===== src/tctr_cfg.svh =====
// Register offsets, field positions and reset values of the timer.
// Assumes byte-wide registers on a small address space.
`ifndef TCTR_CFG_SVH
`define TCTR_CFG_SVH

`define TCTR_OFF_TSC    4'h0
`define TCTR_OFF_CNTH   4'h1
`define TCTR_OFF_CNTL   4'h2
`define TCTR_OFF_MODH   4'h3
`define TCTR_OFF_MODL   4'h4
`define TCTR_OFF_CH0SC  4'h5
`define TCTR_OFF_CH0H   4'h6
`define TCTR_OFF_CH0L   4'h7
`define TCTR_OFF_CH1SC  4'h8
`define TCTR_OFF_CH1H   4'h9
`define TCTR_OFF_CH1L   4'hA

`define TCTR_TSC_FLAG   7
`define TCTR_TSC_IE     6
`define TCTR_TSC_STOP   5
`define TCTR_TSC_RST    4
`define TCTR_PS_NONE    3'h7
`define TCTR_MOD_RST    8'hFF

`define TCTR_CH_FLAG    7
`define TCTR_CH_IE      6
`define TCTR_CH_MSB     5
`define TCTR_CH_MSA     4
`define TCTR_CH_ELB     3
`define TCTR_CH_ELA     2
`define TCTR_CH_TOV     1

`define TCTR_EL_PRESET  2'h0
`define TCTR_EL_TOGGLE  2'h1
`define TCTR_EL_CLEAR   2'h2
`define TCTR_EL_SET     2'h3

`endif


===== src/tctr_pkg.sv =====
// Types and shared flag helpers of the timer.
// Assumes nothing beyond the config header for numbers.
package tctr_pkg;

  typedef enum logic [1:0] {
    TCTR_PRESET,
    TCTR_CAPTURE,
    TCTR_COMPARE,
    TCTR_BUFFERED
  } tctr_mode_e;

  // Set beats clear in the same cycle
  function automatic logic tctr_flag_next(input logic flag,
                                          input logic set,
                                          input logic clr);
    return set | (flag & ~clr);
  endfunction : tctr_flag_next

  // Read-then-write-0 clear; a new event disarms it
  function automatic logic tctr_arm_next(input logic arm,
                                         input logic flag,
                                         input logic rd,
                                         input logic set,
                                         input logic clr,
                                         input logic lock);
    if (set | clr)
      return 1'b0;
    if (rd & flag & ~lock)
      return 1'b1;
    return arm;
  endfunction : tctr_arm_next

endpackage : tctr_pkg


===== src/tctr_chan_if.sv =====
// Link between the timer core and one channel.
// Assumes the core drives the timer side and the channel the rest.
`timescale 1ns/1ps
interface tctr_chan_if;
  logic [15:0] count;
  logic        upd;
  logic        ovf;
  logic        stopped;
  logic        brk_lock;
  logic [7:0]  wdata;
  logic        wr_sc;
  logic        rd_sc;
  logic        wr_h;
  logic        wr_l;
  logic        rd_h;
  logic        rd_l;
  logic        pin_s;
  logic        link_en;
  logic        link_off;
  logic [15:0] link_val;
  logic        link_wr;
  logic [7:0]  sc;
  logic [15:0] val;
  logic        pin_o;
  logic        pin_oe;
  logic        irq;
  logic        buf_on;

  modport timer (output count, upd, ovf, stopped, brk_lock, wdata,
                 wr_sc, rd_sc, wr_h, wr_l, rd_h, rd_l, pin_s,
                 link_en, link_off, link_val, link_wr,
                 input sc, val, pin_o, pin_oe, irq, buf_on);
  modport chan  (input count, upd, ovf, stopped, brk_lock, wdata,
                 wr_sc, rd_sc, wr_h, wr_l, rd_h, rd_l, pin_s,
                 link_en, link_off, link_val, link_wr,
                 output sc, val, pin_o, pin_oe, irq, buf_on);
endinterface : tctr_chan_if


===== src/tctr_channel.sv =====
// One capture/compare channel with its control and value registers.
// Assumes strobes and the synchronised pin come from the timer core.
`timescale 1ns/1ps
`include "tctr_cfg.svh"
module tctr_channel import tctr_pkg::*; (
  // Clock and reset
  input  wire logic mclk_i,
  input  wire logic reset_n_i,
  // Core link
  tctr_chan_if.chan c
);

  logic        flag, arm, ie, msb, msa, tov;
  logic [1:0]  el;
  logic [15:0] val;
  logic        cmp_hold, cap_hold, pin_q;
  logic        out_lvl, oe, irq, use_link, next_link, next_out;
  tctr_mode_e  mode;

  wire dis    = c.link_off;
  wire is_out = (mode == TCTR_COMPARE) || (mode == TCTR_BUFFERED);
  wire edge_hit = (el[0] & c.pin_s & ~pin_q) | (el[1] & ~c.pin_s & pin_q);
  wire [15:0] cmp_val = use_link ? c.link_val : val;
  wire cap_ev = (mode == TCTR_CAPTURE) && !c.stopped && !cap_hold
                && edge_hit;
  wire cmp_ev = is_out && c.upd && !cmp_hold
                && (c.count == cmp_val);
  wire ev     = cap_ev | cmp_ev;
  wire clr    = c.wr_sc && !dis && !c.wdata[`TCTR_CH_FLAG] && arm
                && !c.brk_lock;
  wire next_flag = tctr_flag_next(flag, ev, clr);

  // Channel 1 reverts to port control under buffered mode
  assign mode = dis ? TCTR_PRESET :
                (el == `TCTR_EL_PRESET) ? TCTR_PRESET :
                (msb && c.link_en) ? TCTR_BUFFERED :
                msa ? TCTR_COMPARE : TCTR_CAPTURE;

  always_comb begin
    next_out = out_lvl;
    case (mode)
      TCTR_PRESET:   next_out = ~msa;
      TCTR_CAPTURE:  next_out = out_lvl;
      TCTR_COMPARE,
      TCTR_BUFFERED: begin
        if (c.ovf && tov)
          next_out = ~out_lvl;
        else if (cmp_ev) begin
          case (el)
            `TCTR_EL_TOGGLE: next_out = ~out_lvl;
            `TCTR_EL_CLEAR:  next_out = 1'b0;
            `TCTR_EL_SET:    next_out = 1'b1;
            default:         next_out = out_lvl;
          endcase
        end
      end
      default: next_out = out_lvl;
    endcase
  end

  always_ff @(posedge mclk_i or negedge reset_n_i) begin
    if (!reset_n_i) begin
      flag <= 1'b0;
      arm  <= 1'b0;
      irq  <= 1'b0;
      {ie, msb, msa, el, tov} <= 6'h00;
    end else begin
      flag <= next_flag;
      arm  <= tctr_arm_next(arm, flag, c.rd_sc, ev, clr, c.brk_lock);
      irq  <= next_flag & ie;
      if (c.wr_sc && !dis) begin
        ie  <= c.wdata[`TCTR_CH_IE];
        msb <= c.wdata[`TCTR_CH_MSB] & c.link_en;
        msa <= c.wdata[`TCTR_CH_MSA];
        el  <= c.wdata[`TCTR_CH_ELB:`TCTR_CH_ELA];
        tov <= c.wdata[`TCTR_CH_TOV];
      end
    end
  end

  always_ff @(posedge mclk_i or negedge reset_n_i) begin
    if (!reset_n_i) begin
      val      <= 16'h0000;
      cmp_hold <= 1'b0;
      cap_hold <= 1'b0;
    end else begin
      if (cap_ev)
        val <= c.count;
      else begin
        if (c.wr_h) val[15:8] <= c.wdata;
        if (c.wr_l) val[7:0]  <= c.wdata;
      end
      if (c.wr_l) cmp_hold <= 1'b0;
      else if (c.wr_h && mode != TCTR_CAPTURE) cmp_hold <= 1'b1;
      if (c.rd_l) cap_hold <= 1'b0;
      else if (c.rd_h && mode == TCTR_CAPTURE) cap_hold <= 1'b1;
    end
  end

  // Buffered pair: last-written registers take over at overflow
  always_ff @(posedge mclk_i or negedge reset_n_i) begin
    if (!reset_n_i) begin
      pin_q     <= 1'b0;
      out_lvl   <= 1'b1;
      oe        <= 1'b0;
      use_link  <= 1'b0;
      next_link <= 1'b0;
    end else begin
      pin_q   <= c.pin_s;
      out_lvl <= next_out;
      oe      <= is_out;
      if (c.link_wr) next_link <= 1'b1;
      else if (c.wr_l) next_link <= 1'b0;
      if (mode != TCTR_BUFFERED) use_link <= 1'b0;
      else if (c.ovf) use_link <= next_link;
    end
  end

  assign c.sc     = {flag, ie, msb, msa, el, tov, 1'b0};
  assign c.val    = val;
  assign c.pin_o  = out_lvl;
  assign c.pin_oe = oe;
  assign c.irq    = irq;
  assign c.buf_on = msb;
endmodule : tctr_channel


===== src/tctr_top.sv =====
// Sixteen-bit timer core with two capture/compare channels.
// Assumes a byte register port on the same clock; channel pins are async.
//
// Function
// - Break state halts the counter
// - Clear enable lets break clears stick
// - Without clear enable, break leaves flags alone
// - Overflow flag clears by read then write 0
// - Overflow enable gates the overflow request
// - Stop bit freezes counter, set at reset
// - Stop bit blocks input captures
// - Counter reset clears counter and prescaler
// - Stop plus reset leaves counter at zero
// - Prescaler divides by one to sixty-four
// - High-byte read latches low counter byte
// - Modulo match sets flag, counter wraps
// - Modulo high write blocks overflow until low
// - Modulo registers reset to all ones
// - Channel flag on edge or compare match
// - Channel flag clears by read then write 0
// - Channel enable gates channel request
// - Buffered bit links channel 1 into 0
// - Mode bit A picks compare or level
// - Each channel capture or compare independently
// - Edge/level field selects edge or action
// - Overflow toggle beats coincident compare
// - Value byte order blocks compare or capture
//
// The address-and-strobe port and the address map were left to the implementer.
`timescale 1ns/1ps
`include "tctr_cfg.svh"
module tctr_top import tctr_pkg::*; #(
  parameter int NCH = 2
) (
  // Clock and reset
  input  wire logic             mclk_i,
  input  wire logic             reset_n_i,
  // Register port
  input  wire logic [3:0]       addr_i,
  input  wire logic [7:0]       wdata_i,
  input  wire logic             wr_i,
  input  wire logic             rd_i,
  output logic      [7:0]       rdata_o,
  // System state
  input  wire logic             break_i,
  input  wire logic             break_clear_enable_i,
  input  wire logic             wait_mode_i,
  // Channel pins
  input  wire logic [NCH-1:0]   chan_pin_i,
  output wire       [NCH-1:0]   chan_pin_o,
  output wire       [NCH-1:0]   chan_pin_oe_o,
  // Interrupt requests
  output logic                  overflow_irq_o,
  output wire       [NCH-1:0]   chan_irq_o
);

  logic        overflow_flag, tof_arm, overflow_irq_enable, stop;
  logic [2:0]  ps;
  logic [5:0]  presc;
  logic [15:0] count;
  logic        upd;
  logic [7:0]  modh, modl;
  logic        mod_hold;
  logic        cnt_latched;
  logic [7:0]  lbuf;
  logic [NCH-1:0] pin_m, pin_s;

  function automatic logic [5:0] ps_mask(input logic [2:0] sel);
    logic [5:0] m;
    m = 6'h00;
    for (int i = 0; i < 6; i++)
      m[i] = (i < int'(sel));
    return m;
  endfunction : ps_mask

  // Wait mode: registers unreachable, timer keeps running
  wire wr_ok = wr_i && !wait_mode_i;
  wire rd_ok = rd_i && !wait_mode_i;

  wire wr_tsc   = wr_ok && (addr_i == `TCTR_OFF_TSC);
  wire rd_tsc   = rd_ok && (addr_i == `TCTR_OFF_TSC);
  wire rd_cnthi = rd_ok && (addr_i == `TCTR_OFF_CNTH);
  wire rd_cntlo = rd_ok && (addr_i == `TCTR_OFF_CNTL);
  wire wr_modh  = wr_ok && (addr_i == `TCTR_OFF_MODH);
  wire wr_modl  = wr_ok && (addr_i == `TCTR_OFF_MODL);

  // Flags cannot be cleared during break unless clearing is enabled
  wire lock     = break_i && !break_clear_enable_i;
  wire halted   = stop || break_i;
  wire rst_cnt  = wr_tsc && wdata_i[`TCTR_TSC_RST];
  wire [5:0] pmask = ps_mask(ps);
  wire tick     = !halted && (ps != `TCTR_PS_NONE)
                  && ((presc & pmask) == pmask);
  wire [15:0] modv = {modh, modl};
  wire at_mod   = (count == modv);
  wire ovf      = upd && at_mod && !mod_hold;
  wire tof_clr  = wr_tsc && !wdata_i[`TCTR_TSC_FLAG] && tof_arm
                  && !lock;
  wire next_tof = tctr_flag_next(overflow_flag, ovf, tof_clr);

  wire [7:0] tsc_rd = {overflow_flag, overflow_irq_enable, stop, 1'b0, 1'b0, ps};
  wire [7:0] cnt_lo = cnt_latched ? lbuf : count[7:0];

  // Status, control and overflow flag
  always_ff @(posedge mclk_i or negedge reset_n_i) begin
    if (!reset_n_i) begin
      overflow_flag     <= 1'b0;
      tof_arm <= 1'b0;
      overflow_irq_enable    <= 1'b0;
      stop    <= 1'b1;
      ps      <= 3'h0;
    end else begin
      overflow_flag     <= next_tof;
      tof_arm <= tctr_arm_next(tof_arm, overflow_flag, rd_tsc, ovf, tof_clr,
                               lock);
      if (wr_tsc) begin
        overflow_irq_enable <= wdata_i[`TCTR_TSC_IE];
        stop <= wdata_i[`TCTR_TSC_STOP];
        ps   <= wdata_i[2:0];
      end
    end
  end

  // Prescaler and counter
  always_ff @(posedge mclk_i or negedge reset_n_i) begin
    if (!reset_n_i) begin
      presc <= 6'h00;
      count <= 16'h0000;
      upd   <= 1'b0;
    end else begin
      upd <= tick && !rst_cnt;
      if (rst_cnt)
        presc <= 6'h00;
      else if (!halted)
        presc <= presc + 6'h01;
      if (rst_cnt)
        count <= 16'h0000;
      else if (tick)
        count <= at_mod ? 16'h0000 : count + 16'h0001;
    end
  end

  // Modulo and latched low byte
  always_ff @(posedge mclk_i or negedge reset_n_i) begin
    if (!reset_n_i) begin
      modh        <= `TCTR_MOD_RST;
      modl        <= `TCTR_MOD_RST;
      mod_hold    <= 1'b0;
      cnt_latched <= 1'b0;
      lbuf        <= 8'h00;
    end else begin
      if (wr_modh) modh <= wdata_i;
      if (wr_modl) modl <= wdata_i;
      if (wr_modl) mod_hold <= 1'b0;
      else if (wr_modh) mod_hold <= 1'b1;
      if (rst_cnt || rd_cntlo) begin
        cnt_latched <= 1'b0;
        lbuf        <= 8'h00;
      end else if (rd_cnthi && !cnt_latched) begin
        cnt_latched <= 1'b1;
        lbuf        <= count[7:0];
      end
    end
  end

  // Two-flop pin synchronisers
  always_ff @(posedge mclk_i or negedge reset_n_i) begin
    if (!reset_n_i) begin
      pin_m <= '0;
      pin_s <= '0;
    end else begin
      pin_m <= chan_pin_i;
      pin_s <= pin_m;
    end
  end

  tctr_chan_if chif[NCH] ();
  logic [7:0] ch_rd [NCH];
  logic [NCH-1:0] ch_hit;

  genvar gi;
  generate
    for (gi = 0; gi < NCH; gi++) begin : g_ch
      localparam logic [3:0] SC_OFF = gi ? `TCTR_OFF_CH1SC
                                         : `TCTR_OFF_CH0SC;
      localparam logic [3:0] H_OFF  = gi ? `TCTR_OFF_CH1H
                                         : `TCTR_OFF_CH0H;
      localparam logic [3:0] L_OFF  = gi ? `TCTR_OFF_CH1L
                                         : `TCTR_OFF_CH0L;
      wire s_sc = (addr_i == SC_OFF);
      wire s_h  = (addr_i == H_OFF);
      wire s_l  = (addr_i == L_OFF);

      assign chif[gi].count    = count;
      assign chif[gi].upd      = upd;
      assign chif[gi].ovf      = ovf;
      assign chif[gi].stopped  = stop;
      assign chif[gi].brk_lock = lock;
      assign chif[gi].wdata    = wdata_i;
      assign chif[gi].wr_sc    = wr_ok && s_sc;
      assign chif[gi].rd_sc    = rd_ok && s_sc;
      assign chif[gi].wr_h     = wr_ok && s_h;
      assign chif[gi].wr_l     = wr_ok && s_l;
      assign chif[gi].rd_h     = rd_ok && s_h;
      assign chif[gi].rd_l     = rd_ok && s_l;
      assign chif[gi].pin_s    = pin_s[gi];
      // Only channel 0 can host the buffered pair
      assign chif[gi].link_en  = (gi == 0);
      assign chif[gi].link_off = gi ? chif[0].buf_on : 1'b0;
      assign chif[gi].link_val = chif[NCH-1-gi].val;
      assign chif[gi].link_wr  = chif[NCH-1-gi].wr_l;

      assign ch_hit[gi] = s_sc | s_h | s_l;
      assign ch_rd[gi]  = s_sc ? chif[gi].sc :
                          s_h  ? chif[gi].val[15:8] :
                          s_l  ? chif[gi].val[7:0] : 8'h00;

      assign chan_pin_o[gi]    = chif[gi].pin_o;
      assign chan_pin_oe_o[gi] = chif[gi].pin_oe;
      assign chan_irq_o[gi]    = chif[gi].irq;

      tctr_channel u_chan (
        .mclk_i    (mclk_i),
        .reset_n_i (reset_n_i),
        .c         (chif[gi])
      );
    end
  endgenerate

  logic [7:0] ch_mux;
  always_comb begin
    ch_mux = 8'h00;
    for (int i = 0; i < NCH; i++)
      if (ch_hit[i]) ch_mux = ch_rd[i];
  end

  // Unmapped offsets read as zero
  wire [7:0] rd_mux =
    (addr_i == `TCTR_OFF_TSC)  ? tsc_rd :
    (addr_i == `TCTR_OFF_CNTH) ? count[15:8] :
    (addr_i == `TCTR_OFF_CNTL) ? cnt_lo :
    (addr_i == `TCTR_OFF_MODH) ? modh :
    (addr_i == `TCTR_OFF_MODL) ? modl : ch_mux;

  always_ff @(posedge mclk_i or negedge reset_n_i) begin
    if (!reset_n_i) begin
      rdata_o        <= 8'h00;
      overflow_irq_o <= 1'b0;
    end else begin
      rdata_o        <= rd_ok ? rd_mux : 8'h00;
      overflow_irq_o <= next_tof & overflow_irq_enable;
    end
  end
endmodule : tctr_top


===== config.mk =====
export PLATFORM = sky130hd
export DESIGN_NAME = tctr_top
export DESIGN_NICKNAME = d
export VERILOG_FILES = /design/src/tctr_pkg.sv /design/src/tctr_chan_if.sv /design/src/tctr_channel.sv /design/src/tctr_top.sv
export VERILOG_INCLUDE_DIRS = /design/src
export SDC_FILE = /design/constraint.sdc
export NUM_CORES = 1
export LEC_CHECK = 0
export BUFFER_PORTS_ARGS = -buffer_cell sky130_fd_sc_hd__buf_4
export CAP_MARGIN = 20
export CORE_MARGIN = 2
export CORE_UTILIZATION = 46
export DETAILED_ROUTE_END_ITERATION = 12
export GPL_TIMING_DRIVEN = 0
export PLACE_DENSITY = 0.62
export SLEW_MARGIN = 20
export SYNTH_ARGS = -nofsm -noshare
export SYNTH_HDL_FRONTEND = slang
export SYNTH_HIERARCHICAL = 1
export SYNTH_SLANG_ARGS = --single-unit

===== constraint.sdc =====
create_clock -name mclk_i -period 8.4 [get_ports mclk_i]
set_input_delay 0.84 -clock mclk_i [delete_from_list [all_inputs] [get_ports mclk_i]]
set_output_delay 0.84 -clock mclk_i [all_outputs]
set_load 0.02 [all_outputs]

==> impl_metrics.tcl <==
set metrics [dict create \
    met2_usage_pct 44.3 \
    skew_ns 0.00828 \
    clk_pin_slew_ns 0.06 \
    wl_um 25200 \
    ys_seq_elements 133 \
    r2r_setup_slack_ns 4.79 \
    met3_usage_pct 5.44 \
    worstSetupPathType "flop to flop" \
    ios 36 \
    syn_area_mm2 0.00781 \
    ant_nets 0 \
    gr-max-usage-layer "met2" \
    die_w_um 134 \
    drive_above_1_share_pct 21.2 \
    crit_start "chif[0].count[11]$_DFFE_PN0P_" \
    antennaDiodeCount 0 \
    port_buffers 33 \
    postCtsSetupBuffers 0 \
    r2r-end "g_ch[1].u_chan/c.pin_o$_DFFE_PN1P_" \
    cts_buffers 17 \
    holdWs_ns 0.348 \
    drv_cap 0 \
    final_nets 855 \
    synth_cells 772 \
    gr-usage-all-layers_pct 28.9 \
    cp-end-kind "flop" \
    status "complete, no violations" \
    async_flop_share_pct 100 \
    core.rowCount 47 \
    synth_cell_types 72 \
    grt_start_max_net_pins 70 \
    clock_latency_ns 0.43 \
    root_buffer "clkbuf_16" \
    place_area_mm2 0.00840 \
    fp.dieArea_mm2 0.0180 \
    critical_path.endpoint "g_ch[1].u_chan/c.pin_o$_DFFE_PN1P_" \
    stdcell_area_mm2 0.00902 \
    routedWlPerCell_um 23.7 \
    core_area_mm2 0.0166 \
    globalplace.congestion 0.954 \
    area_growth_pct 15.5 \
    drc_errors 0 \
    ir_drop_mv 0.157 \
    synth_top_flop_cell "dfrtp_1" \
    relSlewSlack_pct 30.0 \
    finalSetupViolations 0 \
    antenna_found_initial 0 \
    synth_edf_count 0 \
    cp_data_arrival_time_ns 3.97 \
    hold_viol 0 \
    cpMostUsedCell "a21oi_1" \
    worstPathRequired_ns 8.76 \
    finalCriticalPeriod_ns 3.61 \
    first_pass_iters 5 \
    drt_iter0_markers 486 \
    slowest_stage "dfrtp_1" \
    max_freq_mhz 277 \
    htree_num_levels 4 \
    start_util_pct 47.1 \
    r2r_cells 10 \
    dp_hpwl_um 18100 \
    hp-start "pin_m[1]$_DFF_PN0_" \
    ys_warn_count 6 \
    period_share_pct 43.0 \
    cts_num_sinks 133 \
    crit_fanout 10 \
    cts_tree "built" \
    cp-start-kind "flop" \
    rsz0062_at_grt "false" \
    crit_path_max_incr_delay_ns 0.73 \
    grt.overflow.total 0 \
    tns_ns 0 \
    maxSlewViolCount 0 \
    tightestPinTransition_ns 1.04 \
    ctsResizeCount 0 \
    cts.hold.buffers_added 0 \
    reg2reg_from "chif[0].count[11]$_DFFE_PN0P_" \
    crit_chain "xnor2_1 > nand4_1 > nor4_2 > and3b_1 > a21oi_1 > a31oi_1 > a21oi_1 > o22a_1 > nor3b_1 > a211oi_2" \
    avgSynthCellArea_um2 10.1 \
    clockBufferDepth 2 \
    synth-seq-area-share_pct 42.9 \
    p_per_area_mw_per_mm2 266 \
    dr_total_vias 6339 \
    fp.dieH_um 134 \
    hold_path.class "flop to flop" \
    grt_pass1_vias 6101 \
    viasPerCell 5.95 \
    grt_pass1_wl_um 38300 \
    met1_usage_pct 42.0 \
    leakagePower_nw 3.59 \
]
cell usage in the layout (no fill, tap or decap), types with 8 or more instances in the layout:
cell / netlist / routed
dfrtp_1: 114 / 114
a21oi_1: 34 / 34
buf_2: 9 / 9
clkbuf_1: 20 / 22
conb_1: 4 / 11
mux2i_1: 85 / 85
nand2_1: 73 / 73
buf_4: 19 / 51
nor2b_1: 11 / 11
clkbuf_16: 0 / 17
mux4_2: 8 / 8
or3_1: 12 / 12
o21ai_0: 52 / 52
nor2_1: 48 / 48
nor3_1: 21 / 21
o21ai_1: 13 / 13
nand4_1: 15 / 15
mux2_2: 37 / 37
xor2_1: 29 / 29
dfstp_2: 19 / 19
xnor2_1: 25 / 25
inv_1: 13 / 13
synthesized netlist by cell type (20+ instances only):
cell type  count  area [um2]
clkbuf_1      20        75.1
dfrtp_1      114        2850
xor2_1        29         254
o21ai_0       52         260
mux2i_1       85         851
nor2_1        48         180
mux2_2        37         417
xnor2_1       25         219
nand2_1       73         274
nor3_1        21         105
a21oi_1       34         170
flip-flops by register name (all words and copies together) (netlist names), 3 cells and up:
register	flops
ps	3
rdata_o	8
chif.count	16
g_ch.u_chan/c.val	32
g_ch.u_chan/el	4
lbuf	8
modl	8
presc	6
modh	8
worst max-delay path: cells and delay by family (launching register included):
family | cells | cell delay, ns
XOR/XNOR | 1 | 0.22
AO/OA/AOI/OAI | 5 | 0.83
AND/OR/NAND/NOR | 4 | 1.75
flip-flops | 1 | 0.73
how the worst min path moves through the flow:
| stage | slack, ns | cells past startpoint | endpoint |
|---|---|---|---|
| 2_1_floorplan | 0.33 | 0 | pin_s[0]$_DFF_PN0_ |
| 3_3_place_gp | 0.33 | 0 | pin_s[0]$_DFF_PN0_ |
| 3_5_place_dp | 0.33 | 0 | pin_s[1]$_DFF_PN0_ |
| 4_1_cts | 0.35 | 0 | pin_s[1]$_DFF_PN0_ |
| 5_1_grt | 0.35 | 0 | pin_s[0]$_DFF_PN0_ |
| 6_report | 0.35 | 0 | pin_s[1]$_DFF_PN0_ |
metrics by stage:
step                      total power, mW  cells  utilization (%)  worst slack [ns]
final                                2.40   1065             54.4              4.79
after global routing                 2.50   1065             54.4              4.69
after CTS                            2.39   1065             54.3              4.84
after detailed placement             1.61   1033             50.6              4.88
after global placement               1.59   1032             50.4              4.90
after floorplan                      1.37    779                -              5.72
logic make-up (layout without fill, tap and decap cells):
group | after synthesis | count (layout) | synth area share, %
flops | 133 | 133 | 42.9
mux | 130 | 130 | 18.5
fa+ha+maj | 2 | 2 | 0.320
buf+inv | 72 | 138 | 5.43
simple gates | 229 | 229 | 14.9
xor+xnor | 54 | 54 | 6.05
other cells | 4 | 11 | 0.192
compound gates | 148 | 148 | 11.7
per-layer routing:
layer  routed length [um]  share of wire (%)
met5                    0                  0
met3                 1800                7.1
met1                11500                 46
met4                  503                2.0
met2                11400                 45
power by group:
group / internal [mW] / switching, mW / total, mW
combinational: 0.289 / 0.320 / 0.609
clock: 0.483 / 0.293 / 0.776
sequential: 0.799 / 0.211 / 1.01
area by class of cell:
class                           instances  area, um2
Tap cell                              220        275
Fill cell                            1526       7560
Timing Repair Buffer                   34        283
Sequential cell                       133       3350
Multi-Input combinational cell        574       4070
Clock inverter                         11        150
Clock buffer                           21        460
Inverter                               15       56.3
Buffer                                 57        368
Power figures use the tool's default switching activity.
